[config.mk]
export PLATFORM = sky130hd
export DESIGN_NAME = sar_adc_serial_conversion_ctrl
export DESIGN_NICKNAME = d
export VERILOG_FILES = /design/src/inc/sar_adc_pkg.sv /design/src/hdl/sar_adc_serial_conversion_ctrl.sv /design/src/hdl/result_buffer.sv
export VERILOG_INCLUDE_DIRS = /design/src /design/src/inc
export SDC_FILE = /design/constraint.sdc
export NUM_CORES = 1
export LEC_CHECK = 0
export ABC_AREA = 0
export BUFFER_PORTS_ARGS = -buffer_cell sky130_fd_sc_hd__buf_2
export CAP_MARGIN = 20
export CORE_MARGIN = 2
export CORE_UTILIZATION = 35
export DETAILED_ROUTE_END_ITERATION = 10
export PLACE_DENSITY_LB_ADDON = 0.2
export RECOVER_POWER = 100
export SYNTH_ARGS = -nofsm -noshare
export SYNTH_HDL_FRONTEND = slang
export SYNTH_SLANG_ARGS = --single-unit
[constraint.sdc]
create_clock -name clock -period 2.28 [get_ports clock]
set_input_delay 0.114 -clock clock [delete_from_list [all_inputs] [get_ports clock]]
set_output_delay 0.114 -clock clock [all_outputs]
set_load 0.02 [all_outputs]
[src/inc/sar_adc_consts.svh]
// timing counts, frame positions and reset values of the conversion control
`ifndef SAR_ADC_CONSTS_SVH
`define SAR_ADC_CONSTS_SVH
`define EDGE_CNT_W 5
`define EDGE_ZERO 5'h0_0
`define EDGE_ONE 5'h0_1
`define EDGE_PD_LO 5'h0_3
`define EDGE_MSB 5'h0_4
`define EDGE_TRACK 5'h0_e
`define EDGE_LSB 5'h0_f
`define EDGE_LAST 5'h1_0
`define EDGE_MAX 5'h1_f
`define RESULT_W 12
`define RESULT_ZERO 12'h000
`define RESULT_MSB 4'hb
`define TRIAL_MSB 12'h800
`define SYNC_ZERO 3'h0
`define WAKE_EDGES 5'h0_e
`define FIFO_DEPTH 2
`endif

[src/inc/sar_adc_pkg.sv]
// types shared by the conversion control
package sar_adc_pkg;
  typedef enum logic [1:0] {
    PWR_ACTIVE,
    PWR_PARTIAL,
    PWR_FULL
  } pwr_mode_t;
  typedef struct packed {
    logic [11:0] code;
    logic calibration;
  } result_word_t;
  typedef struct packed {
    logic out;
    logic oe;
  } serial_pin_t;
endpackage : sar_adc_pkg

[src/hdl/sar_adc_serial_conversion_ctrl.sv]
// conversion sequencing and serial readout of a 12-bit sar converter
// Operation
// [RULE1] serial output changes only after rising shift-clock edges
// [RULE2] convert-start fall puts track/hold into hold and starts conversion
// [RULE3] host keeps convert-start high beforehand to prepare a conversion
// [RULE4] track/hold returns to tracking on the 14th rising edge
// [RULE5] after power-up the track/hold tracks at once
// [RULE6] first conversion after power-up calibrates; result flagged invalid
// [RULE7] power-down exit needs no new calibration conversion
// [RULE8] convert-start fall drives the serial output low out of high-z
// [RULE9] each resolved bit goes out immediately, stepped by the shift clock
// [RULE10] msb appears after the 4th rising edge, held until the 5th
// [RULE11] frame is three zeros then twelve bits msb first; sixteen edges
// [RULE12] convert-start rise between edges 14 and 16 keeps output driven; in a frame begun powered down the rise wakes the part and releases it
// [RULE13] low after 16th fall: release at next start rise or clock rise
// [RULE14] result is the 12-bit code of the held differential input
// [RULE15] rise between edges 3 and 14 enters partial power-down
// [RULE16] repeating that sequence from partial enters full power-down
// [RULE17] exit power-down: low for at least 14 clocks before raising
// [RULE18] unipolar codes straight binary, bipolar codes two's complement
// [RULE19] before first conversion output is high-z and counter idle
// [RULE20] rising shift-clock edges are counted from each start fall
`timescale 1ns/1ps
`include "sar_adc_consts.svh"
module sar_adc_serial_conversion_ctrl #(
  parameter logic BIPOLAR = 1'b0
) (
  input wire logic clock,
  input wire logic rst_n,
  input wire logic convert_start_n,
  input wire logic shift_clock,
  input wire logic comparator_high,
  output logic serial_data_out,
  output logic serial_data_oe,
  output logic track_hold_tracking,
  output logic [11:0] dac_trial_code,
  output logic converter_powered,
  output logic reference_powered,
  output sar_adc_pkg::result_word_t result_data,
  output logic result_valid,
  input wire logic result_ready
);
  // ==========================================================
  // input synchronisers
  logic [2:0] cs_sync_r, cs_sync_nxt, sc_sync_r, sc_sync_nxt;
  logic cs_lvl_r, cs_lvl_nxt, sc_lvl_r, sc_lvl_nxt;
  logic cs_fall, cs_rise, sc_rise, sc_fall;
  always_comb begin
    cs_sync_nxt = {cs_sync_r[1:0], convert_start_n};
    sc_sync_nxt = {sc_sync_r[1:0], shift_clock};
    cs_lvl_nxt = cs_lvl_r;
    sc_lvl_nxt = sc_lvl_r;
    // a change counts once stages two and three agree
    if (cs_sync_r[1] == cs_sync_r[2]) begin
      cs_lvl_nxt = cs_sync_r[2];
    end
    if (sc_sync_r[1] == sc_sync_r[2]) begin
      sc_lvl_nxt = sc_sync_r[2];
    end
    cs_fall = cs_lvl_r && !cs_lvl_nxt;
    cs_rise = !cs_lvl_r && cs_lvl_nxt;
    sc_rise = !sc_lvl_r && sc_lvl_nxt;
    sc_fall = sc_lvl_r && !sc_lvl_nxt;
  end
  always_ff @(posedge clock or negedge rst_n) begin
    if (!rst_n) begin
      cs_sync_r <= 3'b111;
      sc_sync_r <= `SYNC_ZERO;
      cs_lvl_r <= 1'b1;
      sc_lvl_r <= 1'b0;
    end else begin
      cs_sync_r <= cs_sync_nxt;
      sc_sync_r <= sc_sync_nxt;
      cs_lvl_r <= cs_lvl_nxt;
      sc_lvl_r <= sc_lvl_nxt;
    end
  end
  // ==========================================================
  // conversion sequencer
  function automatic logic [4:0] sat_inc(input logic [4:0] v);
    sat_inc = (v == `EDGE_MAX) ? v : v + `EDGE_ONE;
  endfunction : sat_inc
  logic [4:0] edge_r, edge_nxt, low_r, low_nxt;
  logic busy_r, busy_nxt, past16_r, past16_nxt, early_r, early_nxt;
  logic track_r, track_nxt, oe_r, oe_nxt, dout_r, dout_nxt;
  logic calib_done_r, calib_done_nxt, calib_cur_r, calib_cur_nxt;
  logic push_r, push_nxt;
  logic [11:0] sar_r, sar_nxt, trial_r, trial_nxt;
  logic [3:0] bit_r, bit_nxt;
  sar_adc_pkg::pwr_mode_t pwr_r, pwr_nxt;
  sar_adc_pkg::result_word_t word_r, word_nxt;
  logic buf_ready;
  logic [11:0] dac_r, dac_nxt;
  logic conv_pwr_r, conv_pwr_nxt, ref_pwr_r, ref_pwr_nxt;
  always_comb begin
    edge_nxt = edge_r;
    busy_nxt = busy_r;
    past16_nxt = past16_r;
    early_nxt = early_r;
    track_nxt = track_r;
    oe_nxt = oe_r;
    dout_nxt = dout_r;
    calib_done_nxt = calib_done_r;
    calib_cur_nxt = calib_cur_r;
    push_nxt = push_r && !buf_ready;
    sar_nxt = sar_r;
    trial_nxt = trial_r;
    bit_nxt = bit_r;
    pwr_nxt = pwr_r;
    word_nxt = word_r;
    low_nxt = cs_lvl_r ? `EDGE_ZERO : low_r;
    if (!cs_lvl_r && sc_rise) begin
      low_nxt = sat_inc(low_r); // RULE17
    end
    if (cs_fall) begin
      // hold and start; output leaves high-z driven low
      track_nxt = 1'b0; // RULE2
      oe_nxt = 1'b1; // RULE8
      dout_nxt = 1'b0; // RULE8
      busy_nxt = 1'b1; // RULE20
      edge_nxt = `EDGE_ZERO; // RULE20
      past16_nxt = 1'b0;
      early_nxt = 1'b0;
      sar_nxt = `RESULT_ZERO;
      trial_nxt = `TRIAL_MSB;
      bit_nxt = `RESULT_MSB;
      calib_cur_nxt = !calib_done_r; // RULE6
      low_nxt = `EDGE_ZERO;
      if (pwr_r != sar_adc_pkg::PWR_ACTIVE) begin
        early_nxt = 1'b1; // RULE17
      end
    end else if (busy_r && sc_rise) begin
      edge_nxt = sat_inc(edge_r); // RULE20
      if (past16_r) begin
        oe_nxt = 1'b0; // RULE13
        busy_nxt = 1'b0;
      end else if (sat_inc(edge_r) >= `EDGE_MSB &&
                   sat_inc(edge_r) < `EDGE_LAST) begin
        // resolve one bit and present it at once
        if (comparator_high) begin
          sar_nxt = sar_r | trial_r; // RULE14 RULE9
        end
        dout_nxt = comparator_high; // RULE9 RULE10 RULE1
        // bipolar: inverted msb turns offset binary into two's complement
        if (BIPOLAR && sat_inc(edge_r) == `EDGE_MSB) begin
          dout_nxt = !comparator_high; // RULE18
        end
        trial_nxt = trial_r >> 1;
        bit_nxt = bit_r - 4'h1;
        if (sat_inc(edge_r) == `EDGE_TRACK) begin
          track_nxt = 1'b1; // RULE4
        end
      end else begin
        dout_nxt = 1'b0; // RULE11 RULE1
      end
      if (sat_inc(edge_r) == `EDGE_TRACK) begin
        track_nxt = 1'b1; // RULE4
      end
      // the word waits for the lsb, which only the 15th edge resolves
      if (sat_inc(edge_r) == `EDGE_LSB) begin
        word_nxt.code = sar_r | (comparator_high ? trial_r : `RESULT_ZERO);
        if (BIPOLAR) begin
          word_nxt.code[11] = ~word_nxt.code[11]; // RULE18
        end
        word_nxt.calibration = calib_cur_r; // RULE6
        push_nxt = 1'b1;
        calib_done_nxt = 1'b1; // RULE6 RULE7
      end
    end else if (busy_r && sc_fall && edge_r == `EDGE_LAST) begin
      past16_nxt = !cs_lvl_r; // RULE13
      if (cs_lvl_r) begin
        busy_nxt = 1'b0; // RULE12
      end
    end else if (busy_r && cs_rise) begin
      if (past16_r) begin
        oe_nxt = 1'b0; // RULE13
        busy_nxt = 1'b0;
      end else if (edge_r >= `EDGE_PD_LO && edge_r < `EDGE_TRACK) begin
        // early rise: abort and step one level deeper; full stays full
        busy_nxt = 1'b0;
        track_nxt = 1'b1;
        oe_nxt = 1'b0;
        pwr_nxt = (pwr_r == sar_adc_pkg::PWR_ACTIVE) ?
          sar_adc_pkg::PWR_PARTIAL : sar_adc_pkg::PWR_FULL; // RULE15 RULE16
      end
    end
    // only a frame begun while powered down can wake the part
    if (cs_rise && early_r && pwr_r != sar_adc_pkg::PWR_ACTIVE &&
        low_r >= `WAKE_EDGES) begin
      pwr_nxt = sar_adc_pkg::PWR_ACTIVE; // RULE17 RULE7
      busy_nxt = 1'b0;
      oe_nxt = 1'b0;
      track_nxt = 1'b1;
    end
    // decoded ahead of the flops so no output pin glitches on a decode
    dac_nxt = sar_nxt | trial_nxt;
    conv_pwr_nxt = (pwr_nxt == sar_adc_pkg::PWR_ACTIVE);
    ref_pwr_nxt = (pwr_nxt != sar_adc_pkg::PWR_FULL);
  end
  always_ff @(posedge clock or negedge rst_n) begin
    if (!rst_n) begin
      edge_r <= `EDGE_ZERO; // RULE19
      dac_r <= `RESULT_ZERO;
      conv_pwr_r <= 1'b1;
      ref_pwr_r <= 1'b1;
      low_r <= `EDGE_ZERO;
      busy_r <= 1'b0; // RULE19
      past16_r <= 1'b0;
      early_r <= 1'b0;
      track_r <= 1'b1; // RULE5
      oe_r <= 1'b0; // RULE19
      dout_r <= 1'b0;
      calib_done_r <= 1'b0;
      calib_cur_r <= 1'b0;
      push_r <= 1'b0;
      sar_r <= `RESULT_ZERO;
      trial_r <= `RESULT_ZERO;
      bit_r <= `RESULT_MSB;
      pwr_r <= sar_adc_pkg::PWR_ACTIVE;
      word_r <= '0;
    end else begin
      edge_r <= edge_nxt;
      dac_r <= dac_nxt;
      conv_pwr_r <= conv_pwr_nxt;
      ref_pwr_r <= ref_pwr_nxt;
      low_r <= low_nxt;
      busy_r <= busy_nxt;
      past16_r <= past16_nxt;
      early_r <= early_nxt;
      track_r <= track_nxt;
      oe_r <= oe_nxt;
      dout_r <= dout_nxt;
      calib_done_r <= calib_done_nxt;
      calib_cur_r <= calib_cur_nxt;
      push_r <= push_nxt;
      sar_r <= sar_nxt;
      trial_r <= trial_nxt;
      bit_r <= bit_nxt;
      pwr_r <= pwr_nxt;
      word_r <= word_nxt;
    end
  end
  // ==========================================================
  // outputs
  // a stalled receiver holds the word in push_r; a fourth word overwrites
  // word_r, the trade for keeping the serial frame free of back-pressure
  result_buffer u_buf (
    .clock(clock),
    .rst_n(rst_n),
    .in_data(word_r),
    .in_valid(push_r),
    .in_ready(buf_ready),
    .out_data(result_data),
    .out_valid(result_valid),
    .out_ready(result_ready)
  );
  assign serial_data_out = dout_r;
  assign serial_data_oe = oe_r;
  assign track_hold_tracking = track_r;
  assign dac_trial_code = dac_r;
  assign converter_powered = conv_pwr_r;
  assign reference_powered = ref_pwr_r;
endmodule : sar_adc_serial_conversion_ctrl

[src/hdl/result_buffer.sv]
// two-entry result buffer with valid/ready on both sides
`timescale 1ns/1ps
`include "sar_adc_consts.svh"
module result_buffer (
  input wire logic clock,
  input wire logic rst_n,
  input wire sar_adc_pkg::result_word_t in_data,
  input wire logic in_valid,
  output logic in_ready,
  output sar_adc_pkg::result_word_t out_data,
  output logic out_valid,
  input wire logic out_ready
);
  sar_adc_pkg::result_word_t mem_r [`FIFO_DEPTH];
  sar_adc_pkg::result_word_t mem_nxt [`FIFO_DEPTH];
  logic wp_r, wp_nxt, rp_r, rp_nxt;
  logic [1:0] cnt_r, cnt_nxt;
  logic push, pop;
  logic rdy_nxt, vld_nxt;
  sar_adc_pkg::result_word_t dat_nxt;
  always_comb begin
    push = in_valid && (cnt_r != 2'h2);
    pop = out_valid && out_ready;
    mem_nxt = mem_r;
    wp_nxt = wp_r;
    rp_nxt = rp_r;
    cnt_nxt = cnt_r;
    if (push) begin
      mem_nxt[wp_r] = in_data;
      wp_nxt = ~wp_r;
    end
    if (pop) begin
      rp_nxt = ~rp_r;
    end
    case ({push, pop})
      2'b10: cnt_nxt = cnt_r + 2'h1;
      2'b01: cnt_nxt = cnt_r - 2'h1;
      default: cnt_nxt = cnt_r;
    endcase
    // flags and head word are registered so the block's pins leave flops
    rdy_nxt = (cnt_nxt != 2'h2);
    vld_nxt = (cnt_nxt != 2'h0);
    dat_nxt = mem_nxt[rp_nxt];
  end
  always_ff @(posedge clock or negedge rst_n) begin
    if (!rst_n) begin
      mem_r[0] <= '0;
      mem_r[1] <= '0;
      wp_r <= 1'b0;
      rp_r <= 1'b0;
      cnt_r <= 2'h0;
      in_ready <= 1'b1;
      out_valid <= 1'b0;
      out_data <= '0;
    end else begin
      mem_r <= mem_nxt;
      wp_r <= wp_nxt;
      rp_r <= rp_nxt;
      cnt_r <= cnt_nxt;
      in_ready <= rdy_nxt;
      out_valid <= vld_nxt;
      out_data <= dat_nxt;
    end
  end
endmodule : result_buffer

# == Word level (Yosys, flattened, before mapping) ==
# Cells that the tools add are included.
# classes
n_addsub,4
multipliers,0
n_div,0
magnitude_cmp,8
n_eq_ne,21
shift,0
n_mux,68
bitwise_logic,8
n_reduce_logical,41
# ops
cell,n
$mux 12,10
$mux 13,4
$or 12x12->12,3
$mux 1,35
$mux 5,7
$bwmux 26,1
$mux 26,1
$logic_and 1x1->1,18
$mux 2,8
$eq 5x5->1 const B,3
$demux 13 s1,1
$add 5x1->5 const B,2
$eq 5x4->1 const B,2
$ne 2x2->1 const B,5
$ne 4x2->1 const B,2
$ne 4x3->1 const B,2
$reduce_and 4->1,2
$reduce_bool 2->1,4
$reduce_bool 4->1,2
$logic_not 1->1,6
$ne 6x4->1 const B,1
$reduce_and 2->1,3
$ge 5x2->1 const B,1
$ge 5x3->1 const B,1
20 further kinds,26
# word_totals
reg_bits,125
latchBits,0
ramBits,0
mem_bits_ro,0
input_bits,6
out_inout_bits,31
memories,0

# == Depth between registers and ports, before layout ==
# logic_depth
ltp_word,11
ltp_mapped,8
mapped_depth_nobuf,7

# == Hierarchy ==
# Synthesis repeated with hierarchy kept, for this count alone.
# hier_totals
cells_unflattened,511
area_unflattened_um2,5829.3
# modules_own_cells
module,n_inst,cells_per_inst,area_each_um2,seq_area_each_um2
sar_adc_serial_conversion_ctrl,1,314,3577.2,2010.7
result_buffer,1,197,2252.2,1127.3

# == Worst setup path after synthesis ==
# No wires, ideal clock.
# synth_path
path_kind,flip-flop to flip-flop
start,register low_r[0]
end,register low_r[3]
setup_ns,0.131
arrival_ns,1.735
required_ns,2.149
setup_slack_ns,0.414
path_stages_with_launch,9
n_path_buf,1
path_cell_list,dfrtp_1 ha_1 and3_1 ha_1 nor4bb_1 clkbuf_1 nand4_1 xor2_1 nor2_1
# synth_via
elab_chain_len,4
word_cells_on_any_way,7
# synth_rtl
element,line,source
from (decl),sar_adc_serial_conversion_ctrl.sv:83,"logic [4:0] edge_r, edge_nxt, low_r, low_nxt;"
from (signal assigned),sar_adc_serial_conversion_ctrl.sv:206,low_r <= `EDGE_ZERO;
from (signal assigned),sar_adc_serial_conversion_ctrl.sv:226,low_r <= low_nxt;
$add 5x1->5 (no source line),n/a,
$mux 5 (no source line),n/a,
$mux 5,sar_adc_serial_conversion_ctrl.sv:112,if (!cs_lvl_r && sc_rise) begin
$mux 5,sar_adc_serial_conversion_ctrl.sv:115,if (cs_fall) begin
# Several ways; a longest one is shown, not always the timed one. The select of a mux whose other input is x is not followed.
# A chain may end at the register's enable or synchronous reset.

# == Final worst setup path ==
# layout_path
start,register low_r[1]
end,register low_r[3]
# Same word-level chain as after synthesis.

==> results.sh <==
export IMPL_status="completed"
export IMPL_cts_inserted_buffers=17
export IMPL_cp_start_kind="flop"
export IMPL_worstPathMaxFanout=6
export IMPL_ys_types=59
export IMPL_die_area_sq_um=17600
export IMPL_maxCapViolCount=0
export IMPL_dieHeight_um=133
export IMPL_crit_chain="ha_1, and3_1, ha_1, nor4bb_1, clkbuf_1, nand4_1, xor2_1, nor2_1"
export IMPL_cp_endpoint="low_r[3]"
export IMPL_grt_pass1_vias=4104
export IMPL_drive_above_1_share_pct=15.5
export IMPL_synthFlopType="dfrtp_1"
export IMPL_fmax_mhz=474
export IMPL_setup_ws_ns=0.172
export IMPL_grt_usage_pct=15.7
export IMPL_fillers=1584
export IMPL_post_cts_repair_setup_buffers=0
export IMPL_io_buffers=36
export IMPL_rsz0062_at_grt="no"
export IMPL_r2r_setup_slack_ns=0.17
export IMPL_final_nets=574
export IMPL_grt_pass1_wl_um=21700
export IMPL_htreeDepth=4
export IMPL_synth_edf_count=0
export IMPL_r2r_end="low_r[3]"
export IMPL_hold_viol_final=0
export IMPL_syn_area_sq_um=5780
export IMPL_worst_pin_slew_ns=1.19
export IMPL_r2r_cells=8
export IMPL_max_stage_delay_ns=0.43
export IMPL_slew_viol_final=0
export IMPL_antenna_found_initial=0
export IMPL_fp_coreArea_sq_um=16000
export IMPL_period_needed_ns=2.11
export IMPL_grt_busiest_layer="met2"
export IMPL_cts_clk_slew_worst_paths_ns=0.05
export IMPL_syn_avg_cell_area_sq_um=11.1
export IMPL_diodes=0
export IMPL_fin_crit_sh_pct=92.5
export IMPL_overflow=0
export IMPL_cts_max_path_buffers=2
export IMPL_fin_skew_ns=0.00737
export IMPL_gp_congestion=0.739
export IMPL_critical_path_class="reg2reg"
export IMPL_crit_slowest_cell="dfrtp_1"
export IMPL_grt_max_degree=44
export IMPL_final_setup_viol_count=0
export IMPL_boundaryPins=37
export IMPL_rr_startpoint="low_r[1]"
export IMPL_viasPerCell=5.25
export IMPL_synth_nets=533
export IMPL_die_w_um=133
export IMPL_synthArstFlopShare_pct=100
export IMPL_path_buf_inv=1
export IMPL_met1_usage_pct=20.8
export IMPL_p_leak_uw=0.00300
export IMPL_wl_per_cell_um=16.7
export IMPL_ant_nets=0
export IMPL_slew_headroom_pct=20.7
export IMPL_vias=4144
export IMPL_placed_cell_area_sq_um=6220
export IMPL_arrival_ns=2.39
export IMPL_dpl_hpwl_um=8460
export IMPL_crit_top_cell="ha_1"
export IMPL_first_iter_violations=265
export IMPL_dr_pass1_iters=4
export IMPL_root_buffer="clkbuf_16"
export IMPL_required_ns=2.56
export IMPL_drc=0
export IMPL_syn2layout_area_growth_pct=15.3
export IMPL_finalSetupTns_ns=0
export IMPL_num_rows=46
export IMPL_hp_class="in2reg"
export IMPL_initial_utilization_pct=36.2
export IMPL_mostFrequentLayoutCells="dfrtp_1, nand2_1, clkbuf_1"
export IMPL_cts_sinks=125
export IMPL_cts_tree="built"
export IMPL_design_area_sq_um=6670
export IMPL_cp_depth=8
export IMPL_final_common_cell="dfrtp_1"
export IMPL_clock_latency_ns=0.41
export IMPL_routed_wl_um=13200
export IMPL_ys_ff_latch=125
export IMPL_critPathLaunch="low_r[1]"
export IMPL_path_delay_family="simple AND/OR/NAND/NOR gates"
export IMPL_syn_inst=520
export IMPL_endpoint_kind="flop"
export IMPL_ir_worst_vdd_uv=631
export IMPL_use_met3_pct=5.13
export IMPL_yosysWarnings=0
export IMPL_met2_usage_pct=24.9
export IMPL_dp_slack_ns=0.193
export IMPL_p_per_area_nw_per_um2=888
export IMPL_yosysSeqAreaShare_pct=54.3
-- worst reg2reg max path, delay by kind of cell, from the launching register on --
kind                       cells  cell delay [ns]
adders and majority gates      2             0.40
xor gates and xnor gates       1             0.18
and+or+nand+nor                4             0.69
buffers and inverters          1             0.31
DFF                            1             0.43
-- cell type report --
cell class	instances	area, sq um	area share [%]
sequential	125	3140	47.0
timing repair buffer	58	288	4.31
clock inverter	2	10.0	0.150
inverter	23	86.3	1.29
multi-input combinational	336	2360	35.4
clock buffer	30	514	7.71
tap	216	270	4.05
-- cell usage after synthesis (3+ instances only) --
cell	number	area share [%]
o21ai_0	34	2.9
nand4_1	4	0.43
o31a_1	11	1.7
a21oi_1	28	2.4
xor2_1	4	0.61
a21boi_0	11	1.4
dfrtp_1	117	51
nand2_1	48	3.1
o21ai_1	10	0.87
clkbuf_1	20	1.3
o221ai_1	24	3.6
and3_1	3	0.32
nand2b_1	5	0.54
dfstp_2	8	3.6
a211oi_1	4	0.52
a22oi_1	12	1.6
and3_2	11	1.4
xnor2_1	6	0.91
buf_2	9	0.78
inv_1	23	1.5
mux2_2	17	3.3
ha_1	7	1.5
mux2i_1	27	4.7
buf_6	3	0.58
and4b_1	3	0.52
nor2_1	15	0.97
nand3_1	15	1.3
-- logic make-up (layout without fill, tap and decap cells) --
logic type / after synthesis / after routing / synth area share [%]
XOR/XNOR: 10 / 10 / 1.51
multiplexers: 44 / 44 / 7.98
buffers and inverters: 59 / 113 / 4.82
flip-flops: 125 / 125 / 54.3
adder cells (fa/ha/maj): 9 / 9 / 1.86
AND/OR/NAND/NOR: 123 / 123 / 11.6
AO/OA/AOI/OAI: 150 / 150 / 18.0
-- metrics by stage --
| stage | util (%) | hold WS, ns | total power, uW | cells |
|---|---|---|---|---|
| floorplan | - | -0.182 | 3310 | 520 |
| global placement | 38.9 | 0.175 | 3570 | 755 |
| detailed placement | 38.9 | 0.162 | 3600 | 755 |
| CTS | 42.3 | 0.201 | 6040 | 790 |
| global route | 41.7 | 0.216 | 6250 | 790 |
| finish | 41.7 | 0.221 | 5930 | 790 |
-- where the power goes --
| group | total [uW] | leakage [uW] | switching [uW] | internal (uW) |
|---|---|---|---|---|
| Clock | 2390 | 0.000257 | 893 | 1500 |
| Sequential | 2490 | 0.00167 | 122 | 2370 |
| Combinational | 1040 | 0.00107 | 645 | 393 |
| Total | 5930 | 0.00300 | 1660 | 4270 |
-- sequential cells by signal, summed over array words and instances, names as in the netlist, 3 cells and up --
name and count:
edge_r 5, dac_trial_code 12, word_r 13, cs_sync_r 3, sar_r 12, trial_r 12
low_r 5, u_buf.out_data 13, sc_sync_r 3, u_buf.mem_r 26
-- how the worst min path moves through the flow --
stage | endpoint | slack [ns] | depth (start not counted) | startpoint
finish | word_r[3] | 0.22 | 3 | comparator_high
floorplan | busy_r | -0.18 | 0 | rst_n
CTS | word_r[3] | 0.20 | 3 | comparator_high
detailed placement | u_buf.out_valid | 0.16 | 1 | rst_n
global route | word_r[4] | 0.22 | 3 | comparator_high
global placement | u_buf.out_valid | 0.17 | 1 | rst_n
-- routing by layer --
layer,part of all wire [%],wire length (um),vias to the layer above
met5,0,0,-
met3,4.4,575,11
li1,-,-,1969
met1,46,6080,2076
met4,1.0,134,0
met2,48,6390,88
-- what timing repair did --
action | CTS | global route
hold buffers | 3 | 0
resized for setup | 0 | 1
hold endpoints to repair | 42 | 0
endpoints found under the setup margin | 0 | 3
Power figures use the tool's default switching activity.
